--- src/inc/mit_pkg.sv ---
package mit_pkg;

  // ------------------------------------------------------------
  // instruction classes and timing
  // ------------------------------------------------------------
  typedef enum logic [4:0] {
    MIT_XOR_MEM_A    = 5'h00,
    MIT_XOR_IMM_DIR  = 5'h01,
    MIT_ACC_UNARY    = 5'h02,
    MIT_MOV_IND_A    = 5'h03,
    MIT_MOV_DIR_A    = 5'h04,
    MIT_MOV_REG_DIR  = 5'h05,
    MIT_MOV_DIR_DIR  = 5'h06,
    MIT_LOAD_PTR16   = 5'h07,
    MIT_CODE_MOVE    = 5'h08,
    MIT_EXT_READ8    = 5'h09,
    MIT_EXT_READ16   = 5'h0A,
    MIT_EXT_WRITE8   = 5'h0B,
    MIT_EXT_WRITE16  = 5'h0C,
    MIT_STACK_OP     = 5'h0D,
    MIT_XCH_REG      = 5'h0E,
    MIT_XCH_IND      = 5'h0F,
    MIT_XCH_DIR      = 5'h10,
    MIT_BIT_OP       = 5'h11,
    MIT_BIT_CARRY    = 5'h12,
    MIT_CARRY_OP     = 5'h13,
    MIT_MOV_A_REG    = 5'h14
  } mit_class_t;

  typedef struct packed {
    logic [1:0] bytes;
    logic [2:0] cycles;
    logic ext;
    logic wr;
    logic wide;
  } mit_timing_t;

  typedef struct packed {
    logic valid;
    logic [7:0] data;
  } mit_byte_t;

  // clocks of the core clock per machine cycle
  localparam logic [3:0] MIT_CLK_PER_MC = 4'h4;
  localparam logic [7:0] MIT_PORT_RESET = 8'hFF;
  localparam logic [2:0] MIT_EXT_ADDR_MC = 3'h1;

  typedef enum logic [1:0] {
    MIT_ST_IDLE = 2'b00,
    MIT_ST_RUN  = 2'b01,
    MIT_ST_EXT  = 2'b11
  } mit_state_t;

endpackage

--- src/mit_timing_rom.sv ---
`timescale 1ns/100ps
`default_nettype none
module mit_timing_rom (
  input wire logic clk_i,
  input wire mit_pkg::mit_class_t class_i,
  output mit_pkg::mit_timing_t timing_o
);
  import mit_pkg::*;

  mit_timing_t timing_nxt;

  // constant table, read data registered
  always_comb begin
    timing_nxt = '{bytes: 2'h2, cycles: 3'h2, ext: 1'b0, wr: 1'b0, wide: 1'b0};
    case (class_i)
      MIT_XOR_MEM_A: timing_nxt = '{2'h2, 3'h2, 1'b0, 1'b0, 1'b0};
      MIT_XOR_IMM_DIR: timing_nxt = '{2'h3, 3'h3, 1'b0, 1'b0, 1'b0};
      MIT_ACC_UNARY: timing_nxt = '{2'h1, 3'h1, 1'b0, 1'b0, 1'b0};
      MIT_MOV_IND_A: timing_nxt = '{2'h1, 3'h2, 1'b0, 1'b0, 1'b0};
      MIT_MOV_DIR_A: timing_nxt = '{2'h2, 3'h2, 1'b0, 1'b0, 1'b0};
      MIT_MOV_REG_DIR: timing_nxt = '{2'h2, 3'h2, 1'b0, 1'b0, 1'b0};
      MIT_MOV_DIR_DIR: timing_nxt = '{2'h3, 3'h3, 1'b0, 1'b0, 1'b0};
      MIT_LOAD_PTR16: timing_nxt = '{2'h3, 3'h3, 1'b0, 1'b0, 1'b0};
      MIT_CODE_MOVE: timing_nxt = '{2'h1, 3'h4, 1'b0, 1'b0, 1'b0};
      MIT_EXT_READ8: timing_nxt = '{2'h1, 3'h4, 1'b1, 1'b0, 1'b0};
      MIT_EXT_READ16: timing_nxt = '{2'h1, 3'h4, 1'b1, 1'b0, 1'b1};
      MIT_EXT_WRITE8: timing_nxt = '{2'h1, 3'h4, 1'b1, 1'b1, 1'b0};
      MIT_EXT_WRITE16: timing_nxt = '{2'h1, 3'h4, 1'b1, 1'b1, 1'b1};
      MIT_STACK_OP: timing_nxt = '{2'h2, 3'h2, 1'b0, 1'b0, 1'b0};
      MIT_XCH_REG: timing_nxt = '{2'h1, 3'h1, 1'b0, 1'b0, 1'b0};
      MIT_XCH_IND: timing_nxt = '{2'h1, 3'h2, 1'b0, 1'b0, 1'b0};
      MIT_XCH_DIR: timing_nxt = '{2'h2, 3'h2, 1'b0, 1'b0, 1'b0};
      MIT_BIT_OP: timing_nxt = '{2'h2, 3'h2, 1'b0, 1'b0, 1'b0};
      MIT_BIT_CARRY: timing_nxt = '{2'h2, 3'h2, 1'b0, 1'b0, 1'b0};
      MIT_CARRY_OP: timing_nxt = '{2'h1, 3'h1, 1'b0, 1'b0, 1'b0};
      MIT_MOV_A_REG: timing_nxt = '{2'h1, 3'h1, 1'b0, 1'b0, 1'b0};
      default: timing_nxt = '{2'h1, 3'h1, 1'b0, 1'b0, 1'b0};
    endcase
  end

  always_ff @(posedge clk_i) begin
    timing_o <= timing_nxt;
  end
endmodule
`default_nettype wire

--- src/mit_core_timing.sv ---
// Contract
// - xor memory into acc: 2 bytes, 2 cycles
// - xor immediate into direct: 3 bytes, 3 cycles
// - acc clear/cpl/swap/rotates: 1 byte, 1 cycle
// - acc to/from indirect: 1 byte, 2 cycles
// - acc direct/immediate moves: 2 bytes, 2 cycles
// - register/indirect direct moves: 2 bytes, 2 cycles
// - direct-direct, immediate-direct: 3 bytes, 3 cycles
// - load 16-bit pointer: 3 bytes, 3 cycles
// - code byte move: 1 byte, 4 cycles
// - external data move: 1 byte, 4 cycles
// - push/pop: 2 bytes, 2 cycles
// - exchanges: register 1/1, indirect 1/2, direct 2/2
// - bit clear/set/cpl/logic: 2 bytes, 2 cycles
// - bit to/from carry: 2 bytes, 2 cycles
// - low port open drain, written ones float
// - external access drives address/data strongly
`timescale 1ns/100ps
`default_nettype none
module mit_core_timing (
  input wire logic clk_i,
  input wire logic rst_i,
  input wire logic issue_i,
  input wire mit_pkg::mit_class_t class_i,
  input wire logic [15:0] ext_addr_i,
  input wire logic [7:0] ext_wdata_i,
  input wire logic [7:0] port_wr_i,
  input wire logic port_wr_en_i,
  input wire logic [7:0] low_port_address_bit_i,
  output logic [7:0] low_port_address_bit_o,
  output logic [7:0] low_port_address_bit_oe_o,
  output logic [7:0] port_pins_o,
  output logic ready_o,
  output logic done_o,
  output logic [1:0] length_o,
  output logic [7:0] high_addr_o,
  output logic addr_latch_o,
  output logic rd_strobe_n_o,
  output logic wr_strobe_n_o,
  output mit_pkg::mit_byte_t rdata_o
);
  import mit_pkg::*;

  // ------------------------------------------------------------
  // timing table
  // ------------------------------------------------------------
  mit_timing_t tim;
  mit_class_t class_r, class_nxt;

  mit_timing_rom u_rom (
    .clk_i(clk_i),
    .class_i(class_i),
    .timing_o(tim)
  );

  // ------------------------------------------------------------
  // pin synchroniser
  // ------------------------------------------------------------
  logic [7:0] pin_s1_r, pin_s2_r;

  // two stages since the pins are asynchronous to the core
  always_ff @(posedge clk_i) begin
    pin_s1_r <= low_port_address_bit_i;
    pin_s2_r <= pin_s1_r;
  end

  // ------------------------------------------------------------
  // sequencer
  // ------------------------------------------------------------
  mit_state_t state_r, state_nxt;
  logic [2:0] mc_r, mc_nxt;
  logic [3:0] clk_r, clk_nxt;
  logic load_r, load_nxt;
  logic [15:0] addr_r, addr_nxt;
  logic [7:0] wdata_r, wdata_nxt;
  logic ready_r, ready_nxt;
  logic done_r, done_nxt;
  logic [1:0] len_r, len_nxt;
  mit_timing_t cur_r, cur_nxt;

  function automatic logic last_clk(input logic [3:0] c);
    return c == MIT_CLK_PER_MC - 4'h1;
  endfunction

  // one-cycle wait after issue lets the table register settle
  always_comb begin
    state_nxt = state_r;
    mc_nxt = mc_r;
    clk_nxt = clk_r;
    load_nxt = 1'b0;
    addr_nxt = addr_r;
    wdata_nxt = wdata_r;
    ready_nxt = ready_r;
    done_nxt = 1'b0;
    len_nxt = len_r;
    cur_nxt = cur_r;
    class_nxt = class_r;
    case (state_r)
      MIT_ST_IDLE: begin
        if (issue_i && ready_r) begin
          ready_nxt = 1'b0;
          load_nxt = 1'b1;
          class_nxt = class_i;
          addr_nxt = ext_addr_i;
          wdata_nxt = ext_wdata_i;
          state_nxt = MIT_ST_RUN;
        end
      end
      MIT_ST_RUN: begin
        if (load_r) begin
          cur_nxt = tim;
          len_nxt = tim.bytes;
          mc_nxt = 3'h0;
          clk_nxt = 4'h0;
          if (tim.ext) begin
            state_nxt = MIT_ST_EXT;
          end
        end else begin
          clk_nxt = clk_r + 4'h1;
          if (last_clk(clk_r)) begin
            clk_nxt = 4'h0;
            mc_nxt = mc_r + 3'h1;
            if (mc_r + 3'h1 == cur_r.cycles) begin
              done_nxt = 1'b1;
              ready_nxt = 1'b1;
              state_nxt = MIT_ST_IDLE;
            end
          end
        end
      end
      MIT_ST_EXT: begin
        clk_nxt = clk_r + 4'h1;
        if (last_clk(clk_r)) begin
          clk_nxt = 4'h0;
          mc_nxt = mc_r + 3'h1;
          if (mc_r + 3'h1 == cur_r.cycles) begin
            done_nxt = 1'b1;
            ready_nxt = 1'b1;
            state_nxt = MIT_ST_IDLE;
          end
        end
      end
      default: begin
        state_nxt = MIT_ST_IDLE;
        ready_nxt = 1'b1;
      end
    endcase
  end

  always_ff @(posedge clk_i) begin
    if (rst_i) begin
      state_r <= MIT_ST_IDLE;
      mc_r <= 3'h0;
      clk_r <= 4'h0;
      load_r <= 1'b0;
      addr_r <= 16'h0000;
      wdata_r <= 8'h00;
      ready_r <= 1'b1;
      done_r <= 1'b0;
      len_r <= 2'h0;
      cur_r <= '0;
      class_r <= MIT_ACC_UNARY;
    end else begin
      state_r <= state_nxt;
      mc_r <= mc_nxt;
      clk_r <= clk_nxt;
      load_r <= load_nxt;
      addr_r <= addr_nxt;
      wdata_r <= wdata_nxt;
      ready_r <= ready_nxt;
      done_r <= done_nxt;
      len_r <= len_nxt;
      cur_r <= cur_nxt;
      class_r <= class_nxt;
    end
  end

  // ------------------------------------------------------------
  // low port and external bus
  // ------------------------------------------------------------
  logic [7:0] latch_r, latch_nxt;
  logic [7:0] po_r, po_nxt;
  logic [7:0] poe_r, poe_nxt;
  logic [7:0] hi_r, hi_nxt;
  logic ale_r, ale_nxt;
  logic rdn_r, rdn_nxt;
  logic wrn_r, wrn_nxt;
  mit_byte_t rd_r, rd_nxt;
  logic ext_addr_ph, ext_data_ph;

  assign ext_addr_ph = (state_r == MIT_ST_EXT) && (mc_r < MIT_EXT_ADDR_MC);
  assign ext_data_ph = (state_r == MIT_ST_EXT) && (mc_r >= MIT_EXT_ADDR_MC);

  // port latch zeros pull low; ones release the pin
  always_comb begin
    latch_nxt = port_wr_en_i ? port_wr_i : latch_r;
    po_nxt = 8'h00;
    poe_nxt = ~latch_r;
    hi_nxt = hi_r;
    ale_nxt = 1'b0;
    rdn_nxt = 1'b1;
    wrn_nxt = 1'b1;
    rd_nxt = '{valid: 1'b0, data: rd_r.data};
    if (ext_addr_ph) begin
      po_nxt = addr_r[7:0];
      poe_nxt = 8'hFF;
      ale_nxt = 1'b1;
      hi_nxt = cur_r.wide ? addr_r[15:8] : 8'h00;
    end else if (ext_data_ph) begin
      if (cur_r.wr) begin
        po_nxt = wdata_r;
        poe_nxt = 8'hFF;
        wrn_nxt = 1'b0;
      end else begin
        poe_nxt = 8'h00;
        rdn_nxt = 1'b0;
        if (done_nxt) begin
          rd_nxt = '{valid: 1'b1, data: pin_s2_r};
        end
      end
    end
  end

  always_ff @(posedge clk_i) begin
    if (rst_i) begin
      latch_r <= MIT_PORT_RESET;
      po_r <= 8'h00;
      poe_r <= 8'h00;
      hi_r <= 8'h00;
      ale_r <= 1'b0;
      rdn_r <= 1'b1;
      wrn_r <= 1'b1;
      rd_r <= '0;
    end else begin
      latch_r <= latch_nxt;
      po_r <= po_nxt;
      poe_r <= poe_nxt;
      hi_r <= hi_nxt;
      ale_r <= ale_nxt;
      rdn_r <= rdn_nxt;
      wrn_r <= wrn_nxt;
      rd_r <= rd_nxt;
    end
  end

  always_ff @(posedge clk_i) begin
    port_pins_o <= pin_s2_r;
  end

  assign low_port_address_bit_o = po_r;
  assign low_port_address_bit_oe_o = poe_r;
  assign ready_o = ready_r;
  assign done_o = done_r;
  assign length_o = len_r;
  assign high_addr_o = hi_r;
  assign addr_latch_o = ale_r;
  assign rd_strobe_n_o = rdn_r;
  assign wr_strobe_n_o = wrn_r;
  assign rdata_o = rd_r;
endmodule
`default_nettype wire

--- config.mk ---
export PLATFORM = sky130hd
export DESIGN_NAME = mit_core_timing
export DESIGN_NICKNAME = d
export VERILOG_FILES = /design/src/inc/mit_pkg.sv /design/src/mit_timing_rom.sv /design/src/mit_core_timing.sv
export SDC_FILE = /design/constraint.sdc
export NUM_CORES = 1
export LEC_CHECK = 0
export ABC_CLOCK_PERIOD_IN_PS = 1600
export BUFFER_PORTS_ARGS = -buffer_cell sky130_fd_sc_hd__buf_2
export CAP_MARGIN = 20
export CORE_MARGIN = 2
export CORE_UTILIZATION = 47
export DETAILED_ROUTE_END_ITERATION = 8
export PLACE_DENSITY_LB_ADDON = 0.3
export SYNTH_ARGS = -nofsm -noshare
export SYNTH_HDL_FRONTEND = slang
export SYNTH_SLANG_ARGS = --single-unit
--- constraint.sdc ---
create_clock -name clk_i -period 1.6 [get_ports clk_i]
set_input_delay 0.08 -clock clk_i [delete_from_list [all_inputs] [get_ports clk_i]]
set_output_delay 0.08 -clock clk_i [all_outputs]
set_load 0.05 [all_outputs]
==> results.json <==
{
  "status": "finished, final reports clean",
  "portBuffers": 96,
  "switching_power_w": 0.00177,
  "ys_seq_area_share_pct": 58.9,
  "place_ws_ns": -0.0437,
  "post-route-worst-setup-slack_ns": 0.0204,
  "rsz0062_at_grt": "true",
  "switching_share_pct": 23.5,
  "crit_chain": "inv_2 > ha_4 > xor2_4 > nand4b_1 > nand2b_4 > mux2i_1",
  "synth_edf_count": 0,
  "setup_violations": 0,
  "dp.cells": 597,
  "dr.pass1.iters": 4,
  "finalPower_w": 0.00752,
  "clkSinkCount": 119,
  "antenna_found_initial": 0,
  "endpoint_kind": "flip-flop",
  "multi_input_comb_area_sq_um": 1630,
  "die-height_microns": 96.8,
  "drc": 0,
  "max-vdd-ir-drop_v": 0.000602,
  "cap_violations": 0,
  "io_pins": 97,
  "period_needed_ns": 1.58,
  "p_comb_share_pct": 9.2,
  "syn_avg_cell_area_sq_um": 10.3,
  "grt_pass1_wl_mm": 16.1,
  "die_x_microns": 96.8,
  "cts_root_buffer": "clkbuf_8",
  "ys_ff_latch": 119,
  "cp-start-kind": "flip-flop",
  "drive_gt1_share_pct": 30.4,
  "ys_top_cells_by_area": "dfxtp_1, nand2_1, a21oi_1, a22o_1, nand2b_1",
  "wl_mm": 10.1,
  "die_area_sq_um": 9370,
  "grt_max_degree": 25,
  "syn-instance-count": 394,
  "start_util_pct": 48.8,
  "tightest_slew_ns": 0.476,
  "required_ns": 2.00,
  "crit_path_max_incr_delay_ns": 0.37,
  "hold_violations": 0,
  "clock_latency_ns": 0.52,
  "cts_made_buffers": 17,
  "fmax_mhz": 633,
  "criticalPathCategory": "flip-flop to flip-flop",
  "slew_headroom_pct": 68.2,
  "gp_congestion": 0.833,
  "syn2layout_area_growth_pct": 48.9,
  "rows": 33,
  "p_seq_share_pct": 42.1,
  "overflow": 0,
  "vias": 3437,
  "yosysWarnings": 0,
  "leakagePower_nw": 2.68,
  "seq_area_sq_um": 2390,
  "crit_arrival_ns": 1.98,
  "netlist_area_sq_um": 4050,
  "grt.total_usage_pct": 21.4,
  "yosysTopAreaCell": "dfxtp_1",
  "antenna_left": 0,
  "p_per_area_nw_per_um2": 1250,
  "clkPwrFrac_pct": 48.8,
  "cp_slowest_cell": "dfxtp_4",
  "critPathTopFamily": "simple AND/OR/NAND/NOR gates",
  "grt_pass1_vias": 3413,
  "fin_cells": 688,
  "cp_max_fo": 8,
  "hpwlAfterDp_mm": 5.69,
  "ys_types": 44,
  "htreeDepth": 4,
  "synth_top_area_share_pct": 58.9,
  "timing.critical_path.buf_inv": 1,
  "p_int_w": 0.00575,
  "coreArea_sq_um": 8300,
  "synthArstFlopShare_pct": 0,
  "via_per_inst": 5.00,
  "fin_skew_ns": 0.00513,
  "routedWlPerCell_microns": 14.7,
  "ys.flop_type": "dfxtp_1",
  "period_share_pct": 98.7,
  "drtIter0Drc": 166,
  "fillers": 577,
  "clk_path_buf_depth": 2,
  "fin_nets": 628,
  "slew_viol_final": 0,
  "path_clk_slew_ns": 0.06,
  "n_antenna_cell": 0,
  "syn_nets": 452,
  "cts_tree": "yes",
  "hold_path_class": "input port to flip-flop"
}
## placed cells by master, fill, tap and decap left out, drive strengths merged, types with 2 or more instances in the layout
cell and count:
a22o 16, clkinv 6, nand4b 2, clkinvlp 3, o22ai 3, mux2i 10
nand2 62, nor2 14, a211o 8, dlygate4sd3 55, bufinv 2, buf 124
inv 9, and2 2, xor2 3, a21oi 45, ha 9, nand3b 2
nand2b 20, a211oi 3, dfxtp 119, or3b 2, nand3 9, o21ai 3
nor2b 11, nor3 2, clkbuf 21, nor3b 2
## cell type report
type,instances,area share [%]
inverters,9,0.561
clock buffers,21,7.62
repair buffers,179,20.8
well taps,105,2.18
clock inverters,11,2.06
multi-input cells,244,27.1
flip-flops and latches,119,39.7
## worst reg2reg max path, delay by kind of cell (launching register included)
family | cells | cell delay [ns]
simple gates | 2 | 0.43
flops | 1 | 0.37
fa+ha+maj | 1 | 0.29
xor+xnor | 1 | 0.16
mux | 1 | 0.16
buf+inv | 1 | 0.05
## power groups by stage
stage               Sequential, W  Combinational (W)  Clock, W
CTS                       0.00316           0.000666   0.00373
detailed placement        0.00322           0.000539         0
floorplan                 0.00329           0.000260         0
global route              0.00317           0.000742   0.00386
global placement          0.00321           0.000525         0
finish                    0.00316           0.000688   0.00367
## routing by layer
metal | up-vias | wire [microns] | share of wire, % | track usage, %
li1 | 1695 | - | - | -
met1 | 1605 | 4120 | 41 | 23.7
met2 | 118 | 5280 | 52 | 36.4
met3 | 19 | 507 | 5.0 | 7.37
met4 | 0 | 221 | 2.2 | 10.9
met5 | - | 0 | 0 | 0
## final timing paths
kind | from | to | slack (ns) | cells after the start
worst min-delay path | class_i[1] | u_rom.timing_o[0]$_SDFF_PP0_ | 0.03 | 4
worst max-delay path | mc_r[1]$_SDFFE_PP0N_ | rdata_o[4]$_SDFFE_PP0P_ | 0.02 | 6
worst max register to register | mc_r[1]$_SDFFE_PP0N_ | rdata_o[4]$_SDFFE_PP0P_ | 0.02 | 6
worst min register to register | pin_s1_r[3]$_DFF_P_ | pin_s2_r[3]$_DFF_P_ | 0.33 | 0
## cell usage after synthesis, types with 2 or more instances
master and number:
dfxtp_1 119, nand2_1 62, a21oi_1 45, nand2b_1 20
clkbuf_1 17, a22o_1 16, nor2_1 14, nor2b_1 11
mux2i_1 10, ha_1 9, inv_1 9, nand3_1 9
a211o_1 8, a211oi_1 3, o21ai_0 3, o22ai_1 3
xor2_1 3, and2_1 2, buf_2 2, buf_6 2
nand3b_1 2, nand4b_1 2, or3b_1 2
## what timing repair did
action,4_1_cts,5_1_grt
hold endpoints to repair,51,0
hold buffers,55,0
setup endpoints to repair,12,31
gates resized for setup,12,12
buffers inserted,3,2
pin swaps,5,7
## per-stage QoR
step | util [%] | setup TNS, ns | area, sq um | hold slack (ns)
6_report | 72.6 | 0 | 6030 | 0.0285
5_1_grt | 72.6 | -0.299 | 6030 | 0.0504
4_1_cts | 72.0 | 0 | 5980 | 0.0113
3_5_place_dp | 57.3 | -0.315 | 4750 | 0.184
3_3_place_gp | 57.3 | 0 | 4750 | 0.182
2_1_floorplan | - | 0 | 4050 | 0.108
## cell families after synthesis
group                    share of synthesized area [%]
buffers and inverters                             3.31
multiplexers                                      2.75
flip-flops                                        58.9
XOR/XNOR                                          1.45
AND/OR/NAND/NOR                                   17.4
AO/OA/AOI/OAI                                     13.5
adder cells (fa/ha/maj)                           2.78
## sequential cells by signal, indices dropped and copies added, names as in the netlist, 3 cells and up
name,cells
high_addr_o,8
clk_r,4
rdata_o,9
low_port_address_bit_oe_o,8
wdata_r,8
pin_s1_r,8
port_pins_o,8
addr_r,16
latch_r,8
u_rom.timing_o,8
mc_r,3
low_port_address_bit_o,8
cur_r,5
pin_s2_r,8
Note: power is estimated with default switching activity, not from simulation.
